## src/design/btm_cfg.svh

```systemverilog
// Constants for the board test mode controller.
`ifndef BTM_CFG_SVH
`define BTM_CFG_SVH

// Strap order: {p146, p103, p29, p50, p100, p108, p145, p94}.
`define BTM_STRAP_W        8
`define BTM_ENTRY_PATTERN  8'hC0
`define BTM_STRAP_146_BIT  7

// Counts of pads in each group.
`define BTM_NAND_W         133
`define BTM_OUT_W          138
`define BTM_HELD_W         7

// Held pads in order 161, 163, 167, 180, 181, 183, 184; a set bit marks an odd pin.
`define BTM_HELD_ODD       7'h37

// Bit positions inside the control synchroniser vector.
`define BTM_CTL_W          11
`define BTM_CTL_PG_BIT     10
`define BTM_CTL_P65_BIT    9
`define BTM_CTL_SEL_BIT    8

`endif

```

## src/design/btm_pkg.sv

```systemverilog
// Types shared by the board test mode controller.
`default_nettype none
package btm_pkg;
   typedef enum logic [1:0] {
      BTM_NORMAL = 2'h0,
      BTM_FLOAT  = 2'h1,
      BTM_DRIVE  = 2'h3
   } btm_mode_t;
endpackage : btm_pkg
`default_nettype wire

```

## src/design/btm_sync.sv

```systemverilog
// Three-stage pin synchroniser with a two-stage agreement filter.
`default_nettype none
module btm_sync #(
   parameter int W = 1
) (
   // Clock and reset
   input  wire logic         ref_clk,
   input  wire logic         rst_n,
   // Pin side
   input  wire logic [W-1:0] async_in,
   // Clock side
   output logic      [W-1:0] filt_q
);
   logic [W-1:0] s1_r;
   logic [W-1:0] s2_r;
   logic [W-1:0] s3_r;

   genvar i;
   generate
      for (i = 0; i < W; i++) begin : g_bit
         // The first stage feeds only the second, so metastability never reaches logic.
         always_ff @(posedge ref_clk) begin
            if (!rst_n) begin
               s1_r[i]   <= 1'b0;
               s2_r[i]   <= 1'b0;
               s3_r[i]   <= 1'b0;
               filt_q[i] <= 1'b0;
            end else begin
               s1_r[i] <= async_in[i];
               s2_r[i] <= s1_r[i];
               s3_r[i] <= s2_r[i];
               if (s2_r[i] == s3_r[i]) begin
                  filt_q[i] <= s3_r[i];
               end
            end
         end
      end
   endgenerate
endmodule : btm_sync
`default_nettype wire

```

## src/design/btm_top.sv

```systemverilog
// Board test mode controller: entry latch, tristate, NAND tree and drive patterns.
`include "btm_cfg.svh"
`default_nettype none
module btm_top
   import btm_pkg::*;
#(
   parameter int                        NAND_W   = `BTM_NAND_W,
   parameter int                        OUT_W    = `BTM_OUT_W,
   parameter int                        HELD_W   = `BTM_HELD_W,
   parameter logic [OUT_W-1:0]          ODD_MASK = {(OUT_W/2){2'b10}},
   parameter logic [HELD_W-1:0]         HELD_ODD = `BTM_HELD_ODD
) (
   // Clock and reset
   input  wire logic                    ref_clk,
   input  wire logic                    rst_n,
   // Entry pins
   input  wire logic                    test_sel_pin,
   input  wire logic [`BTM_STRAP_W-1:0] strap_pins,
   input  wire logic                    sense65_pin,
   input  wire logic                    power_good_input,
   // NAND tree inputs in chain order, pin 206 first
   input  wire logic [NAND_W-1:0]       nand_pins,
   // Functional values from the core for the testable pads
   input  wire logic [OUT_W-1:0]        core_out,
   input  wire logic [OUT_W-1:0]        core_oe,
   // Functional values from the core for the always driven pads
   input  wire logic [HELD_W-1:0]       core_held_out,
   input  wire logic [HELD_W-1:0]       core_held_oe,
   // Functional value from the core for pin 25
   input  wire logic                    core_res_out,
   input  wire logic                    core_res_oe,
   // Testable pads
   output logic      [OUT_W-1:0]        pad_out,
   output logic      [OUT_W-1:0]        pad_oe,
   // Always driven pads
   output logic      [HELD_W-1:0]       held_out,
   output logic      [HELD_W-1:0]       held_oe,
   // Pin 25
   output logic                         nand_res_out,
   output logic                         nand_res_oe,
   // Status
   output logic                         test_mode,
   output btm_mode_t                    test_func
);
   logic [`BTM_CTL_W-1:0]   ctl_q;
   logic [NAND_W-1:0]       nand_q;
   logic [NAND_W-1:0]       chain;
   logic                    sel_q;
   logic                    sel_d_r;
   logic                    pg_q;
   logic                    pg_d_r;
   logic                    p65_q;
   logic                    sel_rise;
   logic                    pg_rise;
   logic                    strap_ok;
   logic                    pg_ok_r;
   logic                    test_mode_r;
   logic                    test_mode_nxt;
   btm_mode_t               mode_r;
   btm_mode_t               mode_nxt;

   // Drive pattern level for one pad: 146 low drives odd pins low, 146 high drives them high.
   function automatic logic pattern_bit(input logic sel146, input logic is_odd);
      pattern_bit = ~(sel146 ^ is_odd);
   endfunction : pattern_bit

   function automatic logic entry_match(input logic [`BTM_STRAP_W-1:0] straps);
      entry_match = (straps == `BTM_ENTRY_PATTERN);
   endfunction : entry_match

   btm_sync #(.W(`BTM_CTL_W)) u_ctl_sync (
      .ref_clk  (ref_clk),
      .rst_n    (rst_n),
      .async_in ({power_good_input, sense65_pin, test_sel_pin, strap_pins}),
      .filt_q   (ctl_q)
   );

   // The chain is sampled through the same filter, so the result lags the pins by a few cycles.
   btm_sync #(.W(NAND_W)) u_nand_sync (
      .ref_clk  (ref_clk),
      .rst_n    (rst_n),
      .async_in (nand_pins),
      .filt_q   (nand_q)
   );

   assign sel_q    = ctl_q[`BTM_CTL_SEL_BIT];
   assign pg_q     = ctl_q[`BTM_CTL_PG_BIT];
   assign p65_q    = ctl_q[`BTM_CTL_P65_BIT];
   assign sel_rise = sel_q & ~sel_d_r;
   assign pg_rise  = pg_q & ~pg_d_r;
   // Straps and select share one filter, so they are seen at the same edge.
   assign strap_ok = entry_match(ctl_q[`BTM_STRAP_W-1:0]);

   always_ff @(posedge ref_clk) begin
      if (!rst_n) begin
         sel_d_r <= 1'b0;
         pg_d_r  <= 1'b0;
      end else begin
         sel_d_r <= sel_q;
         pg_d_r  <= pg_q;
      end
   end

   // Pin 65 is judged only at the power-good rise and held until the next one.
   always_ff @(posedge ref_clk) begin
      if (!rst_n) begin
         pg_ok_r <= 1'b0;
      end else if (pg_rise) begin
         pg_ok_r <= p65_q;
      end
   end

   // Every select rise re-judges the straps, so a bad pattern also leaves test mode.
   always_comb begin
      test_mode_nxt = test_mode_r;
      if (sel_rise) begin
         test_mode_nxt = strap_ok && pg_ok_r;
      end
   end

   always_ff @(posedge ref_clk) begin
      if (!rst_n) begin
         test_mode_r <= 1'b0;
      end else begin
         test_mode_r <= test_mode_nxt;
      end
   end

   always_comb begin
      mode_nxt = BTM_NORMAL;
      if (test_mode_r) begin
         mode_nxt = sel_q ? BTM_FLOAT : BTM_DRIVE;
      end
   end

   always_ff @(posedge ref_clk) begin
      if (!rst_n) begin
         mode_r <= BTM_NORMAL;
      end else begin
         mode_r <= mode_nxt;
      end
   end

   genvar i;
   generate
      assign chain[0] = nand_q[0];
      for (i = 1; i < NAND_W; i++) begin : g_chain
         assign chain[i] = ~(chain[i-1] & nand_q[i]);
      end
   endgenerate

   // Testable pads.
   always_ff @(posedge ref_clk) begin
      if (!rst_n) begin
         pad_out <= '0;
         pad_oe  <= '0;
      end else begin
         unique case (mode_r)
            BTM_NORMAL: begin
               pad_out <= core_out;
               pad_oe  <= core_oe;
            end
            BTM_FLOAT: begin
               pad_out <= '0;
               pad_oe  <= '0;
            end
            BTM_DRIVE: begin
               for (int k = 0; k < OUT_W; k++) begin
                  pad_out[k] <= pattern_bit(ctl_q[`BTM_STRAP_146_BIT], ODD_MASK[k]);
               end
               pad_oe <= '1;
            end
            default: begin
               pad_out <= '0;
               pad_oe  <= '0;
            end
         endcase
      end
   end

   // Held pads pass the core values, also in the float test; they take the pattern only in the drive test.
   always_ff @(posedge ref_clk) begin
      if (!rst_n) begin
         held_out <= '0;
         held_oe  <= '0;
      end else if (mode_r == BTM_DRIVE) begin
         for (int k = 0; k < HELD_W; k++) begin
            held_out[k] <= pattern_bit(ctl_q[`BTM_STRAP_146_BIT], HELD_ODD[k]);
         end
         held_oe <= '1;
      end else begin
         held_out <= core_held_out;
         held_oe  <= core_held_oe;
      end
   end

   // Pin 25 carries the chain while the testable pads float.
   always_ff @(posedge ref_clk) begin
      if (!rst_n) begin
         nand_res_out <= 1'b0;
         nand_res_oe  <= 1'b0;
      end else if (mode_r == BTM_FLOAT) begin
         nand_res_out <= chain[NAND_W-1];
         nand_res_oe  <= 1'b1;
      end else begin
         nand_res_out <= core_res_out;
         nand_res_oe  <= core_res_oe;
      end
   end

   assign test_mode = test_mode_r;
   assign test_func = mode_r;
endmodule : btm_top
`default_nettype wire

```

## config.mk

```make
export PLATFORM = sky130hd
export DESIGN_NAME = btm_top
export DESIGN_NICKNAME = d
export VERILOG_FILES = /design/src/design/btm_pkg.sv /design/src/design/btm_sync.sv /design/src/design/btm_top.sv
export VERILOG_INCLUDE_DIRS = /design/src /design/src/design
export SDC_FILE = /design/constraint.sdc
export NUM_CORES = 1
export LEC_CHECK = 0
export BUFFER_PORTS_ARGS = -buffer_cell sky130_fd_sc_hd__buf_2
export CORE_AREA = 2 2 287 289
export CTS_CLUSTER_SIZE = 16
export DETAILED_ROUTE_END_ITERATION = 6
export DIE_AREA = 0 0 289 291
export PLACE_DENSITY = 0.54
export SETUP_SLACK_MARGIN = 0.2
export SKIP_CTS_REPAIR_TIMING = 1
export SLEW_MARGIN = 40
export SYNTH_ARGS = -nofsm -noshare
export SYNTH_HDL_FRONTEND = slang
export SYNTH_SLANG_ARGS = --single-unit
```

## constraint.sdc

```tcl
create_clock -name ref_clk -period 4.1 [get_ports ref_clk]
set_clock_uncertainty 0.15 [all_clocks]
set_input_delay 0.615 -clock ref_clk [delete_from_list [all_inputs] [get_ports ref_clk]]
set_output_delay 0.615 -clock ref_clk [all_outputs]
set_load 0.01 [all_outputs]
```

==> impl_metrics.ini <==
[outcome]
status = complete, no violations

[synth]
synth.cell_area_um2 = 26580
ys.flop_type = dfxtp_1
yosysSeqAreaShare = 0.6583
synth_cell_type_count = 38
synth-edff-count = 0
synth_seq_cells = 874
syn_nets = 3060
synth_cells = 2619
yosysWarnings = 0
synthArstFlopShare = 0
avgSynthCellArea_um2 = 10.15

[timing]
worstMarginPinSlew_ns = 0.7526
fmax_mhz = 413.5
setup_slack_ns = 1.682
fin_setup_tns_ns = 0
slew_viol_final = 0
relSlewSlack = 0.4983
setup_viol = 0
rsz0062_at_grt = false
min_period_ns = 2.418
post-route-period-util = 0.5899
hold_violations = 0

[place]
hpwl_um = 69390
place_ws_ns = 1.629
port_buffers = 732
gp_congestion = 0.9372

[layout]
multiInputGateArea_um2 = 8432
ff_latch_area_um2 = 17500
drive_above_1_share = 0.2684
nets = 3755
area_growth_pct = 29.88
final_common_cell = dfxtp_1
final_cell_mix = dfxtp_1 (874), buf_2 (731), and2_1 (435)
num-fill-cells = 8015

[die]
rows = 105
io_pins = 733
core_area_um2 = 81190
die_y_um = 291
die_w_um = 289
initial_core_util = 0.3273
die-area_um2 = 84100

[detailed_routing]
dr_total_vias = 19995
finalWirelength_um = 91980
via_per_inst = 4.471
wl_per_cell_um = 20.57
ant_nets = 0
drc_errors = 0
firstDrtPassIters = 5
drtIter0Drc = 1403

[power]
power.switching_uw = 4162
power_uw = 18330
p_seq_frac = 0.491
p_leak_uw = 0.01516
ir_drop_uv = 289.3
cellPowerDensity_nw_per_um2 = 530.9
p_clk_frac = 0.456
netSwitchingFraction = 0.2271
combPwrFrac = 0.053
p_int_uw = 14160

[grt]
grt_max_degree = 206
grt_usage = 0.2109
grt_first_pass_wirelength_um = 129100
antenna_found_initial = 18
overflow = 0
grt_pass1_vias = 19017

[clock_tree]
htreeDepth = 3
root_buffer = clkbuf_16
cts_buffers = 94
cts.reportedPaths.clkPinSlew_ns = 0.06
cts.sinks = 874
cts_buffer_depth = 3
clock_insertion_delay_worst_skew_ns = 0.64
cts_tree = yes

[worst_setup_path]
worst-path-buf-inv = 1
slowest_delay_ns = 0.57
end_kind = flop
cp_cell_sequence = inv_1 -> ha_1 -> nand2_1 -> or4b_4 -> o221ai_2 -> a31oi_1 -> a211oi_2
worstSetupPathType = reg -> reg
cpLargestDelayFamily = compound AO/OA/AOI/OAI gates
critPathRequiredTime_ns = 4.50
cp_max_fo = 5
crit_slowest_cell = or4b_4
critPathLaunchType = flop
arrival_ns = 2.82

[worst_hold_path]
hp-class = in -> reg

[flow_run]
drv_cap = 0
-- logic make-up (layout without fill, tap and decap cells) --
family                   Yosys count  after routing  share of synthesized area
AND/OR/NAND/NOR                  927            927                     0.1769
flip-flops                       874            874                     0.6583
AO/OA/AOI/OAI                    628            628                     0.1361
buffers and inverters            185            957                    0.02651
adder cells (fa/ha/maj)            3              3                   0.001413
multiplexers                       2              2                  0.0007533
other                              0             11                          0
-- routing by layer --
layer,up-vias,share of wire,track usage
met5,-,0.00050,0
met4,8,0.048,0.1047
met3,155,0.12,0.1008
met2,715,0.42,0.3090
met1,9192,0.41,0.2568
li1,9925,-,-
-- power by group through the flow --
stage          Clock [uW]  Sequential (uW)  Combinational (uW)
4_1_cts              8580             9000                 971
2_1_floorplan           0             9170                 346
3_5_place_dp            0             9180                 964
5_1_grt              8930             9020                1060
3_3_place_gp            0             9180                 959
6_report             8360             9000                 967
-- layout make-up --
type	instances	share of cell area
Timing Repair Buffer	760	0.1165
Inverter	24	0.002610
Sequential cell	874	0.5069
Clock inverter	26	0.009243
Tap cell	1070	0.03878
Antenna cell	11	0.0007974
Multi-Input combinational cell	1560	0.2443
Clock buffer	147	0.08087
-- path summary, 6_finish.rpt --
| path | from | to | slack [ns] | depth (start not counted) |
|---|---|---|---|---|
| setup reg to reg | test_func[1]$_SDFF_PN0_ | nand_res_out$_SDFF_PN0_ | 1.68 | 7 |
| setup / recovery | test_func[1]$_SDFF_PN0_ | nand_res_out$_SDFF_PN0_ | 1.68 | 7 |
| hold / removal | core_held_oe[4] | held_oe[4]$_SDFF_PN0_ | 0.02 | 2 |
| hold reg to reg | u_nand_sync.s1_r[6]$_SDFF_PN0_ | u_nand_sync.s2_r[6]$_SDFF_PN0_ | 0.28 | 1 |
-- registers in the layout, indices dropped and copies added, names as in the netlist --
| name | count |
|---|---|
| pad_oe | 138 |
| pad_out | 138 |
| u_nand_sync.filt_q | 133 |
| u_nand_sync.s1_r | 133 |
| u_nand_sync.s2_r | 133 |
| u_nand_sync.s3_r | 133 |
| u_ctl_sync.filt_q | 11 |
| u_ctl_sync.s1_r | 11 |
| u_ctl_sync.s2_r | 11 |
| u_ctl_sync.s3_r | 11 |
| held_oe | 7 |
| held_out | 7 |
| test_func | 2 |
| nand_res_oe | 1 |
| nand_res_out | 1 |
| pg_d_r | 1 |
| pg_ok_r | 1 |
| sel_d_r | 1 |
| test_mode | 1 |
-- cell usage after synthesis, drive strengths merged, types with 4 or more instances --
cell      n  area (um^2)
a21oi   294         1471
buf      12        45.04
o221ai    4        41.29
o21ai   165        829.6
nor2b     6        45.04
nor2    145        544.3
and3      6        37.54
nand2   292         1096
nand4     5        31.28
nand2b   16        100.1
and2    435         2721
o21a      6        45.04
a21boi  149         1119
dfxtp   874        17500
inv      24        90.09
nand3    18        95.09
clkbuf  149        569.3
-- through the flow --
stage / instances / hold slack [ns] / cell area (um^2) / util
6_report: 4472 / 0.02468 / 34520 / 0.4252
5_1_grt: 4463 / 0.0005542 / 34500 / 0.4249
4_1_cts: 4452 / -0.02458 / 34400 / 0.4237
3_5_place_dp: 4279 / 0.2669 / 31290 / 0.3854
3_3_place_gp: 4276 / 0.2646 / 31220 / 0.3845
2_1_floorplan: 2619 / 0.2619 / 26580 / -
Power figures use the tool's default switching activity.
